### config.mk
export PLATFORM = sky130hd
export DESIGN_NAME = tsof_formatter
export DESIGN_NICKNAME = d
export VERILOG_FILES = /design/src/design/tsof_formatter.v
export VERILOG_INCLUDE_DIRS = /design/src /design/src/pkg
export SDC_FILE = /design/constraint.sdc
export NUM_CORES = 2
export LEC_CHECK = 0
export BUFFER_PORTS_ARGS = -buffer_cell sky130_fd_sc_hd__buf_2
export CAP_MARGIN = 15
export CORE_ASPECT_RATIO = 1.75
export CORE_MARGIN = 8
export CORE_UTILIZATION = 40
export DETAILED_ROUTE_END_ITERATION = 16
export PLACE_DENSITY = 0.54
export SLEW_MARGIN = 20
export SYNTH_ARGS = -nofsm -noshare
export SYNTH_HDL_FRONTEND = slang
export SYNTH_SLANG_ARGS = --single-unit
### constraint.sdc
create_clock -name clk -period 16 [get_ports clk]
set_clock_uncertainty 0.05 [all_clocks]
set_input_delay 4.8 -clock clk [delete_from_list [all_inputs] [get_ports clk]]
set_output_delay 4.8 -clock clk [all_outputs]
set_load 0.05 [all_outputs]
### src/pkg/tsof_regs.vh
`ifndef TSOF_REGS_VH
`define TSOF_REGS_VH

// ==========================================
// Register byte offsets
`define TSOF_OFS_CTRL 5'h00
`define TSOF_OFS_NCO 5'h04
`define TSOF_OFS_DECIM 5'h08
`define TSOF_OFS_AGCTHR 5'h0c
`define TSOF_OFS_SHIFT 5'h10
`define TSOF_OFS_STATUS 5'h14

// ==========================================
// Control fields
`define TSOF_CTRL_ENABLE 0
`define TSOF_CTRL_MUX 1
`define TSOF_CTRL_AGC 2
// Status fields
`define TSOF_ST_GAINA_LO 0
`define TSOF_ST_GAINB_LO 2
`define TSOF_ST_OVERRUN 4

// ==========================================
// Reset values
`define TSOF_RST_CTRL 3'h7
`define TSOF_RST_NCO 32'h1d89d89d
`define TSOF_RST_DECIM 16'h00c0
`define TSOF_RST_AGCTHR 12'h600
`define TSOF_RST_SHIFT 5'h00

// ==========================================
// Serial link format and timing; AGC gain limit
`define TSOF_WORD_BITS 24
`define TSOF_BITCNT_LAST 5'h17
`define TSOF_GAIN_MAX 2'h3
`define TSOF_CORE_CLK_HZ 20000000
`define TSOF_SCLK_DIV 2

`endif

### src/design/tsof_formatter.v
`timescale 1ns/10ps
`include "tsof_regs.vh"

// ==========================================
// Small word FIFO
module tsof_fifo #(
	parameter WIDTH = 26,
	parameter DEPTH = 4,
	parameter AW = 2
) (
	// Clock and reset
	input wire clk,
	input wire arst_n,
	// Fill side
	input wire [WIDTH-1:0] inData,
	input wire inValid,
	output wire inReady,
	// Drain side
	output wire [WIDTH-1:0] outData,
	output wire outValid,
	input wire outReady
);
	reg [WIDTH-1:0] mem [0:DEPTH-1];
	reg [AW-1:0] wrPtr_reg;
	reg [AW-1:0] rdPtr_reg;
	reg [AW:0] count_reg;
	wire doPush;
	wire doPop;

	// Honest full and empty from the occupancy count
	assign inReady = (count_reg != DEPTH[AW:0]);
	assign outValid = (count_reg != {(AW+1){1'b0}});
	assign outData = mem[rdPtr_reg];
	assign doPush = inValid && inReady;
	assign doPop = outValid && outReady;

	// Storage, no reset needed on the data
	always @(posedge clk)
	begin
		if (doPush)
			mem[wrPtr_reg] <= inData;
	end

	// Pointers wrap at DEPTH
	always @(posedge clk or negedge arst_n)
	begin
		if (!arst_n)
		begin
			wrPtr_reg <= {AW{1'b0}};
			rdPtr_reg <= {AW{1'b0}};
			count_reg <= {(AW+1){1'b0}};
		end
		else
		begin
			if (doPush)
				wrPtr_reg <= (wrPtr_reg == DEPTH[AW-1:0] - 1'b1) ? {AW{1'b0}} : wrPtr_reg + 1'b1;
			if (doPop)
				rdPtr_reg <= (rdPtr_reg == DEPTH[AW-1:0] - 1'b1) ? {AW{1'b0}} : rdPtr_reg + 1'b1;
			if (doPush && !doPop)
				count_reg <= count_reg + 1'b1;
			else if (doPop && !doPush)
				count_reg <= count_reg - 1'b1;
		end
	end
endmodule // tsof_fifo

// Operation
// - default mux on, 24-bit serial words
// - one frame sync per I/Q pair
// - channels A and B share pin A
// - bit clock is half core clock
// - mix to baseband, filter, decimate
// - default decimation 192
// - gain control steers external amplifiers
// - gain steps compensated digitally
// - mixer, decimation, filter, gain programmable
// - filter rejects alias image near fs
module tsof_formatter #(
	parameter ADC_W = 12,
	parameter ACC_W = 24,
	parameter FIFO_DEPTH = 4
) (
	// Clock and reset
	input wire clk,
	input wire arst_n,
	// Avalon-MM slave
	input wire [4:0] avsAddress,
	input wire avsRead,
	input wire avsWrite,
	input wire [31:0] avsWriteData,
	output reg [31:0] avsReadData,
	output reg avsWaitrequest,
	// Sampled IF from the converters
	input wire [ADC_W-1:0] adcDataA,
	input wire [ADC_W-1:0] adcDataB,
	// Variable gain amplifier steps
	output wire [1:0] vgaGainA,
	output wire [1:0] vgaGainB,
	// Serial link
	output reg serialBitClock,
	output reg serialFrameSync,
	output reg channelASerialOut,
	output reg outputReady
);
	// ==========================================
	// Registers
	reg [2:0] ctrl_reg;
	reg [31:0] nco_reg;
	reg [15:0] decim_reg;
	reg [ADC_W-1:0] agcThr_reg;
	reg [4:0] shift_reg;
	reg overrun_reg;
	wire enable = ctrl_reg[`TSOF_CTRL_ENABLE];
	wire channelMuxSelect = ctrl_reg[`TSOF_CTRL_MUX];
	wire agcEnable = ctrl_reg[`TSOF_CTRL_AGC];
	wire busReq = avsRead || avsWrite;
	wire busDone = busReq && !avsWaitrequest;

	// One wait state: answer at the second edge of a request
	always @(posedge clk or negedge arst_n)
	begin
		if (!arst_n)
			avsWaitrequest <= 1'b1;
		else if (busReq && avsWaitrequest)
			avsWaitrequest <= 1'b0;
		else
			avsWaitrequest <= 1'b1;
	end

	// Writes take effect only at the accepting edge
	always @(posedge clk or negedge arst_n)
	begin
		if (!arst_n)
		begin
			ctrl_reg <= `TSOF_RST_CTRL;
			nco_reg <= `TSOF_RST_NCO;
			decim_reg <= `TSOF_RST_DECIM;
			agcThr_reg <= `TSOF_RST_AGCTHR;
			shift_reg <= `TSOF_RST_SHIFT;
		end
		else if (busDone && avsWrite)
		begin
			case (avsAddress)
				`TSOF_OFS_CTRL: ctrl_reg <= avsWriteData[2:0];
				`TSOF_OFS_NCO: nco_reg <= avsWriteData;
				`TSOF_OFS_DECIM: decim_reg <= avsWriteData[15:0];
				`TSOF_OFS_AGCTHR: agcThr_reg <= avsWriteData[ADC_W-1:0];
				`TSOF_OFS_SHIFT: shift_reg <= avsWriteData[4:0];
				default: ctrl_reg <= ctrl_reg;
			endcase
		end
	end

	// Read data registered while wait is asserted; unmapped reads zero
	always @(posedge clk or negedge arst_n)
	begin
		if (!arst_n)
			avsReadData <= 32'h00000000;
		else if (avsRead && avsWaitrequest)
		begin
			case (avsAddress)
				`TSOF_OFS_CTRL: avsReadData <= {29'h0000000, ctrl_reg};
				`TSOF_OFS_NCO: avsReadData <= nco_reg;
				`TSOF_OFS_DECIM: avsReadData <= {16'h0000, decim_reg};
				`TSOF_OFS_AGCTHR: avsReadData <= {{(32-ADC_W){1'b0}}, agcThr_reg};
				`TSOF_OFS_SHIFT: avsReadData <= {27'h0000000, shift_reg};
				`TSOF_OFS_STATUS: avsReadData <= {27'h0000000, overrun_reg, vgaGainB, vgaGainA};
				default: avsReadData <= 32'h00000000;
			endcase
		end
	end

	// ==========================================
	// Oscillator and decimation timing
	reg [31:0] phase_reg;
	reg [15:0] decCnt_reg;
	// At or past the end, so a ratio lowered mid-span never waits for a wrap
	wire dump = enable && (decCnt_reg >= decim_reg - 16'h0001);

	// Phase accumulator and decimation counter
	always @(posedge clk or negedge arst_n)
	begin
		if (!arst_n)
		begin
			phase_reg <= 32'h00000000;
			decCnt_reg <= 16'h0000;
		end
		else if (!enable)
		begin
			phase_reg <= 32'h00000000;
			decCnt_reg <= 16'h0000;
		end
		else
		begin
			phase_reg <= phase_reg + nco_reg;
			decCnt_reg <= dump ? 16'h0000 : decCnt_reg + 16'h0001;
		end
	end

	// ==========================================
	// Per channel path: sync, gain, mix, integrate and dump
	wire [2*ADC_W-1:0] adcBus = {adcDataB, adcDataA};
	wire [2*ACC_W-1:0] iBus;
	wire [2*ACC_W-1:0] qBus;
	wire [3:0] gainBus;
	wire [1:0] quad = phase_reg[31:30];
	genvar ch;
	generate
		for (ch = 0; ch < 2; ch = ch + 1)
		begin : path
			reg [ADC_W-1:0] sync1_reg;
			reg [ADC_W-1:0] sync2_reg;
			reg [1:0] gain_reg;
			reg [1:0] gainD1_reg;
			reg [1:0] gainD2_reg;
			reg [ADC_W-1:0] peak_reg;
			reg signed [ACC_W-1:0] accI_reg;
			reg signed [ACC_W-1:0] accQ_reg;
			reg signed [ACC_W-1:0] outI_reg;
			reg signed [ACC_W-1:0] outQ_reg;
			wire signed [ACC_W-1:0] wide;
			wire signed [ACC_W-1:0] comp;
			wire signed [ACC_W-1:0] mixI;
			wire signed [ACC_W-1:0] mixQ;
			wire signed [ACC_W-1:0] sumI;
			wire signed [ACC_W-1:0] sumQ;
			wire [ADC_W-1:0] mag;

			// Gain undone by shifting back up by the commanded steps
			assign wide = {{(ACC_W-ADC_W){sync2_reg[ADC_W-1]}}, sync2_reg};
			assign comp = wide <<< gainD2_reg;
			// Quarter-wave oscillator; sign only, so no multiplier
			assign mixI = (quad == 2'h0) ? comp : (quad == 2'h2) ? -comp : {ACC_W{1'b0}};
			assign mixQ = (quad == 2'h3) ? comp : (quad == 2'h1) ? -comp : {ACC_W{1'b0}};
			assign sumI = accI_reg + mixI;
			assign sumQ = accQ_reg + mixQ;
			assign mag = sync2_reg[ADC_W-1] ? (~sync2_reg + 1'b1) : sync2_reg;
			assign iBus[ch*ACC_W +: ACC_W] = outI_reg;
			assign qBus[ch*ACC_W +: ACC_W] = outQ_reg;
			assign gainBus[ch*2 +: 2] = gain_reg;

			// Two flops on the pin data; the gain delay matches them
			always @(posedge clk or negedge arst_n)
			begin
				if (!arst_n)
				begin
					sync1_reg <= {ADC_W{1'b0}};
					sync2_reg <= {ADC_W{1'b0}};
					gainD1_reg <= 2'h0;
					gainD2_reg <= 2'h0;
				end
				else
				begin
					sync1_reg <= adcBus[ch*ADC_W +: ADC_W];
					sync2_reg <= sync1_reg;
					gainD1_reg <= gain_reg;
					gainD2_reg <= gainD1_reg;
				end
			end

			// Boxcar over the whole decimation span: nulls land on fs and its images
			always @(posedge clk or negedge arst_n)
			begin
				if (!arst_n)
				begin
					accI_reg <= {ACC_W{1'b0}};
					accQ_reg <= {ACC_W{1'b0}};
					outI_reg <= {ACC_W{1'b0}};
					outQ_reg <= {ACC_W{1'b0}};
				end
				else if (!enable)
				begin
					accI_reg <= {ACC_W{1'b0}};
					accQ_reg <= {ACC_W{1'b0}};
				end
				else if (dump)
				begin
					accI_reg <= {ACC_W{1'b0}};
					accQ_reg <= {ACC_W{1'b0}};
					outI_reg <= sumI >>> shift_reg;
					outQ_reg <= sumQ >>> shift_reg;
				end
				else
				begin
					accI_reg <= sumI;
					accQ_reg <= sumQ;
				end
			end

			// Peak per output sample; 12 dB hysteresis avoids hunting
			always @(posedge clk or negedge arst_n)
			begin
				if (!arst_n)
				begin
					peak_reg <= {ADC_W{1'b0}};
					gain_reg <= 2'h0;
				end
				else if (dump)
				begin
					peak_reg <= {ADC_W{1'b0}};
					if (!agcEnable)
						gain_reg <= gain_reg;
					else if (peak_reg >= agcThr_reg && gain_reg != `TSOF_GAIN_MAX)
						gain_reg <= gain_reg + 2'h1;
					else if (peak_reg < (agcThr_reg >> 2) && gain_reg != 2'h0)
						gain_reg <= gain_reg - 2'h1;
				end
				else if (mag > peak_reg)
					peak_reg <= mag;
			end
		end
	endgenerate

	assign vgaGainA = gainBus[1:0];
	assign vgaGainB = gainBus[3:2];

	// ==========================================
	// Frame loader into the FIFO
	reg [ACC_W-1:0] frame_reg [0:3];
	reg [1:0] pushIdx_reg;
	reg pending_reg;
	wire fifoInReady;
	wire [ACC_W+1:0] fifoOutData;
	wire fifoOutValid;
	wire fifoPop;
	wire lastPush = channelMuxSelect ? (pushIdx_reg == 2'h3) : (pushIdx_reg == 2'h1);
	wire pushFire = pending_reg && fifoInReady;

	// Loader stalls on a full FIFO; a dump while still busy is an overrun
	always @(posedge clk or negedge arst_n)
	begin
		if (!arst_n)
		begin
			pending_reg <= 1'b0;
			pushIdx_reg <= 2'h0;
			overrun_reg <= 1'b0;
			frame_reg[0] <= {ACC_W{1'b0}};
			frame_reg[1] <= {ACC_W{1'b0}};
			frame_reg[2] <= {ACC_W{1'b0}};
			frame_reg[3] <= {ACC_W{1'b0}};
		end
		else
		begin
			if (dump && pending_reg && !(pushFire && lastPush))
				overrun_reg <= 1'b1;
			else if (busDone && avsWrite && avsAddress == `TSOF_OFS_STATUS
				&& avsWriteData[`TSOF_ST_OVERRUN])
				overrun_reg <= 1'b0;
			if (pushFire)
				pushIdx_reg <= lastPush ? 2'h0 : pushIdx_reg + 2'h1;
			if (dump && (!pending_reg || (pushFire && lastPush)))
			begin
				// Order AI, AQ, BI, BQ
				frame_reg[0] <= iBus[ACC_W-1:0];
				frame_reg[1] <= qBus[ACC_W-1:0];
				frame_reg[2] <= iBus[2*ACC_W-1:ACC_W];
				frame_reg[3] <= qBus[2*ACC_W-1:ACC_W];
				pending_reg <= 1'b1;
			end
			else if (pushFire && lastPush)
				pending_reg <= 1'b0;
		end
	end

	// Tag bits travel with each word: {isChannelB, isQuadrature}
	tsof_fifo #(
		.WIDTH(ACC_W + 2),
		.DEPTH(FIFO_DEPTH),
		.AW(2)
	) wordFifo (
		.clk(clk),
		.arst_n(arst_n),
		.inData({pushIdx_reg, frame_reg[pushIdx_reg]}),
		.inValid(pending_reg),
		.inReady(fifoInReady),
		.outData(fifoOutData),
		.outValid(fifoOutValid),
		.outReady(fifoPop)
	);

	// ==========================================
	// Serializer: bit clock is clk/2, data changes as it rises
	reg [ACC_W-1:0] shiftOut_reg;
	reg [4:0] bitCnt_reg;
	wire wordStart = !serialBitClock && (bitCnt_reg == 5'h00);
	assign fifoPop = wordStart && fifoOutValid;

	// Shift MSB first; sync marks the I word of each pair
	always @(posedge clk or negedge arst_n)
	begin
		if (!arst_n)
		begin
			serialBitClock <= 1'b0;
			serialFrameSync <= 1'b0;
			channelASerialOut <= 1'b0;
			outputReady <= 1'b0;
			shiftOut_reg <= {ACC_W{1'b0}};
			bitCnt_reg <= 5'h00;
		end
		else
		begin
			serialBitClock <= ~serialBitClock;
			if (wordStart)
			begin
				if (fifoOutValid)
				begin
					channelASerialOut <= fifoOutData[ACC_W-1];
					shiftOut_reg <= {fifoOutData[ACC_W-2:0], 1'b0};
					bitCnt_reg <= `TSOF_BITCNT_LAST;
					serialFrameSync <= ~fifoOutData[ACC_W];
					outputReady <= ~fifoOutData[ACC_W+1];
				end
				else
				begin
					channelASerialOut <= 1'b0;
					serialFrameSync <= 1'b0;
				end
			end
			else if (!serialBitClock)
			begin
				channelASerialOut <= shiftOut_reg[ACC_W-1];
				shiftOut_reg <= {shiftOut_reg[ACC_W-2:0], 1'b0};
				bitCnt_reg <= bitCnt_reg - 5'h01;
				serialFrameSync <= 1'b0;
			end
		end
	end
endmodule // tsof_formatter

==> flow_metrics.env <==
export IMPL_coreArea_sq_um=104000
export IMPL_largest_register_ffs=104
export IMPL_fin_crit_sh_pct=42.7
export IMPL_grt_usage_pct=23.0
export IMPL_swShare_pct=35.4
export IMPL_clock_root_buffer="clkbuf_16"
export IMPL_ys_types=103
export IMPL_critPathKind="flip-flop to flip-flop"
export IMPL_drtAntennaViolNets=0
export IMPL_powerDensity_nw_per_um2=114
export IMPL_internal_power_w=0.00339
export IMPL_ios=106
export IMPL_hpwl_microns=100000
export IMPL_worstMarginPinSlew_ns=1.16
export IMPL_synth_seq_cells=668
export IMPL_worst_endpoint_arrival_ns=7.27
export IMPL_fin_nets=4579
export IMPL_layout_common_cells="dfrtp_1 (532), nor2_1 (408), nand2_1 (399), a21oi_1 (296), o21ai_0 (293)"
export IMPL_start_util_pct=40.1
export IMPL_cp_required_ns=16.44
export IMPL_viasPerCell=5.87
export IMPL_hold_class="flip-flop to flip-flop"
export IMPL_cpPeakStageDelay_ns=0.94
export IMPL_final_core_util_pct=44.2
export IMPL_relSlewSlack_pct=22.0
export IMPL_cp_max_fo=28
export IMPL_ys_warn_count=0
export IMPL_synth_nets=4588
export IMPL_cp_num_buf_inv=0
export IMPL_cts_resized=0
export IMPL_vdd_drop_max_v=0.0000854
export IMPL_cp_common_cell="mux2i_1"
export IMPL_grt_pass1_wl_microns=206000
export IMPL_final_common_cell="dfrtp_1"
export IMPL_p_clk_share_pct=33.4
export IMPL_hold_violations=0
export IMPL_die_w_microns=261
export IMPL_drc=0
export IMPL_cts_sinks=668
export IMPL_drtIter0Drc=2087
export IMPL_die_area_sq_um=116000
export IMPL_synth_edf_count=104
export IMPL_status="completed"
export IMPL_vias=33279
export IMPL_clock_path_buffers=3
export IMPL_postCtsHoldBufs=0
export IMPL_gp_congestion=0.992
export IMPL_slew_viol_final=0
export IMPL_switchingPower_w=0.00186
export IMPL_p_seq_share_pct=37.8
export IMPL_drv_cap=0
export IMPL_die_h_microns=444
export IMPL_dr_pass1_iters=7
export IMPL_cts_tree="done"
export IMPL_endpoint_kind="flip-flop"
export IMPL_numPortBuffers=105
export IMPL_synth_avg_cell_area_sq_um=9.80
export IMPL_critPathTopFamily="compound AO/OA/AOI/OAI gates"
export IMPL_synthCells=4273
export IMPL_drt_total_wl_microns=134000
export IMPL_area_growth_pct=10.2
export IMPL_ys_seq_area_share_pct=41.2
export IMPL_diodes=0
export IMPL_postCtsSetupBuffers=0
export IMPL_grt_pass1_vias=34062
export IMPL_clkTransAtPathRegs_ns=0.07
export IMPL_numCtsBuffers=71
export IMPL_critPathSlowestCell="dfrtp_1"
export IMPL_ys_async_sr_fraction_pct=84.4
export IMPL_cp_start_kind="flip-flop"
export IMPL_htree_levels=3
export IMPL_crit_path_cell_trace="mux4_1 -> a2111oi_4 -> and3_4 -> or3_1 -> a21oi_1 -> ha_1 -> nand2_1 -> o21ai_0 -> nor3_1 -> a211oi_1 -> mux2i_1 -> nor2_1 -> a21o_1 -> mux2i_1 -> mux2i_1 -> o22ai_1"
export IMPL_period_minus_slack_ns=6.83
export IMPL_drive_gt1_share_pct=15.0
export IMPL_setup_viol=0
export IMPL_grt_start_max_net_pins=155
export IMPL_max_freq_mhz=146
export IMPL_setup_tns_ns=0
export IMPL_grt_overflow_total=0
export IMPL_grt_antenna_before_repair=0
export IMPL_syn_area_sq_um=41900
export IMPL_p_leak_nw=20.0
export IMPL_clk_latency_ns=0.67
export IMPL_nFillCells=10084
export IMPL_pwr_share_comb_pct=28.8
export IMPL_rows=157
export IMPL_rsz0062_at_grt="false"
export IMPL_synth_ff_type="dfrtp_1"
export IMPL_routedWlPerCell_microns=23.7
-- worst register-to-register path, cell delays in order (launching register included) --
cell and delay (ns):
dfrtp_1 0.94, mux4_1 0.55, a2111oi_4 0.34, and3_4 0.40
or3_1 0.41, a21oi_1 0.13, ha_1 0.53, nand2_1 0.12
o21ai_0 0.46, nor3_1 0.10, a211oi_1 0.50, mux2i_1 0.24
nor2_1 0.50, a21o_1 0.39, mux2i_1 0.20, mux2i_1 0.65
o22ai_1 0.16
-- worst paths after layout --
path | startpoint | to | slack [ns] | cells after the start
setup reg to reg | path[0].gainD2_reg[1] | path[0].outI_reg[7] | 9.17 | 16
min in group asynchronous | arst_n | path[0].accI_reg[19] | 4.08 | 1
setup / recovery | path[0].gainD2_reg[1] | path[0].outI_reg[7] | 9.17 | 16
max in group asynchronous | arst_n | pushIdx_reg[0] | 9.67 | 3
hold / removal | path[0].sync1_reg[10] | path[0].sync2_reg[10] | 0.30 | 0
hold reg to reg | path[0].sync1_reg[10] | path[0].sync2_reg[10] | 0.30 | 0
-- cell families (layout without fill, tap and decap cells) --
family	after synthesis	in the layout	synth area share, %
simple gates	1278	1278	14.1
compound gates	1144	1144	17.8
mux	390	390	11.9
xor+xnor	192	192	4.11
flops	668	668	41.2
buf+inv	351	401	3.26
fa+ha+maj	250	250	7.58
-- cell type report --
| type | count | area [sq um] | share of cell area, % |
|---|---|---|---|
| sequential | 668 | 17300 | 37.4 |
| clock inverter | 37 | 444 | 0.963 |
| clock buffer | 95 | 2010 | 4.36 |
| timing repair buffer | 167 | 1030 | 2.23 |
| multi-input combinational | 3254 | 23300 | 50.5 |
| inverter | 102 | 385 | 0.835 |
| tap | 1351 | 1690 | 3.66 |
-- synth_stat cells, types with 48 or more instances --
cell / count / share of area (%)
inv_1: 99 / 0.89
ha_1: 244 / 7.3
a21o_1: 70 / 1.3
nor2b_1: 48 / 0.72
o21ai_0: 294 / 3.5
and2_1: 65 / 0.97
a21oi_1: 296 / 3.5
mux2i_1: 122 / 2.9
nand2_1: 400 / 3.6
nor2_1: 413 / 3.7
xnor2_1: 112 / 2.3
edfxtp_1: 104 / 7.5
clkbuf_1: 190 / 1.7
xor2_1: 75 / 1.6
mux2_2: 200 / 5.4
dfrtp_1: 540 / 32
nand3_1: 77 / 0.92
mux4_2: 63 / 3.4
nor3_1: 76 / 0.91
a211oi_1: 54 / 0.97
-- metrics by stage --
step	hold WS (ns)	setup slack, ns	area, sq um	std cells	power (W)
5_1_grt	0.307	8.73	46100	5674	0.00551
2_1_floorplan	0.281	9.09	41900	4273	0.00300
6_report	0.296	9.17	46100	5674	0.00525
4_1_cts	0.299	9.31	46100	5674	0.00529
3_3_place_gp	0.283	8.69	43700	5542	0.00350
3_5_place_dp	0.285	8.66	43700	5542	0.00351
-- power groups by stage --
stage / Combinational [W] / Clock, W / Sequential, W
6_report: 0.00151 / 0.00175 / 0.00198
5_1_grt: 0.00166 / 0.00185 / 0.00200
4_1_cts: 0.00150 / 0.00180 / 0.00199
3_5_place_dp: 0.00150 / 0 / 0.00202
3_3_place_gp: 0.00148 / 0 / 0.00202
2_1_floorplan: 0.00104 / 0 / 0.00195
-- metal layers --
| metal | GRT usage [%] | vias to the layer above | wire length (microns) |
|---|---|---|---|
| li1 | - | 15663 | - |
| met1 | 23.9 | 16361 | 48200 |
| met2 | 43.0 | 886 | 71900 |
| met3 | 2.63 | 369 | 4850 |
| met4 | 14.9 | 0 | 9490 |
| met5 | 0 | - | 0 |
Power figures use the tool's default switching activity.
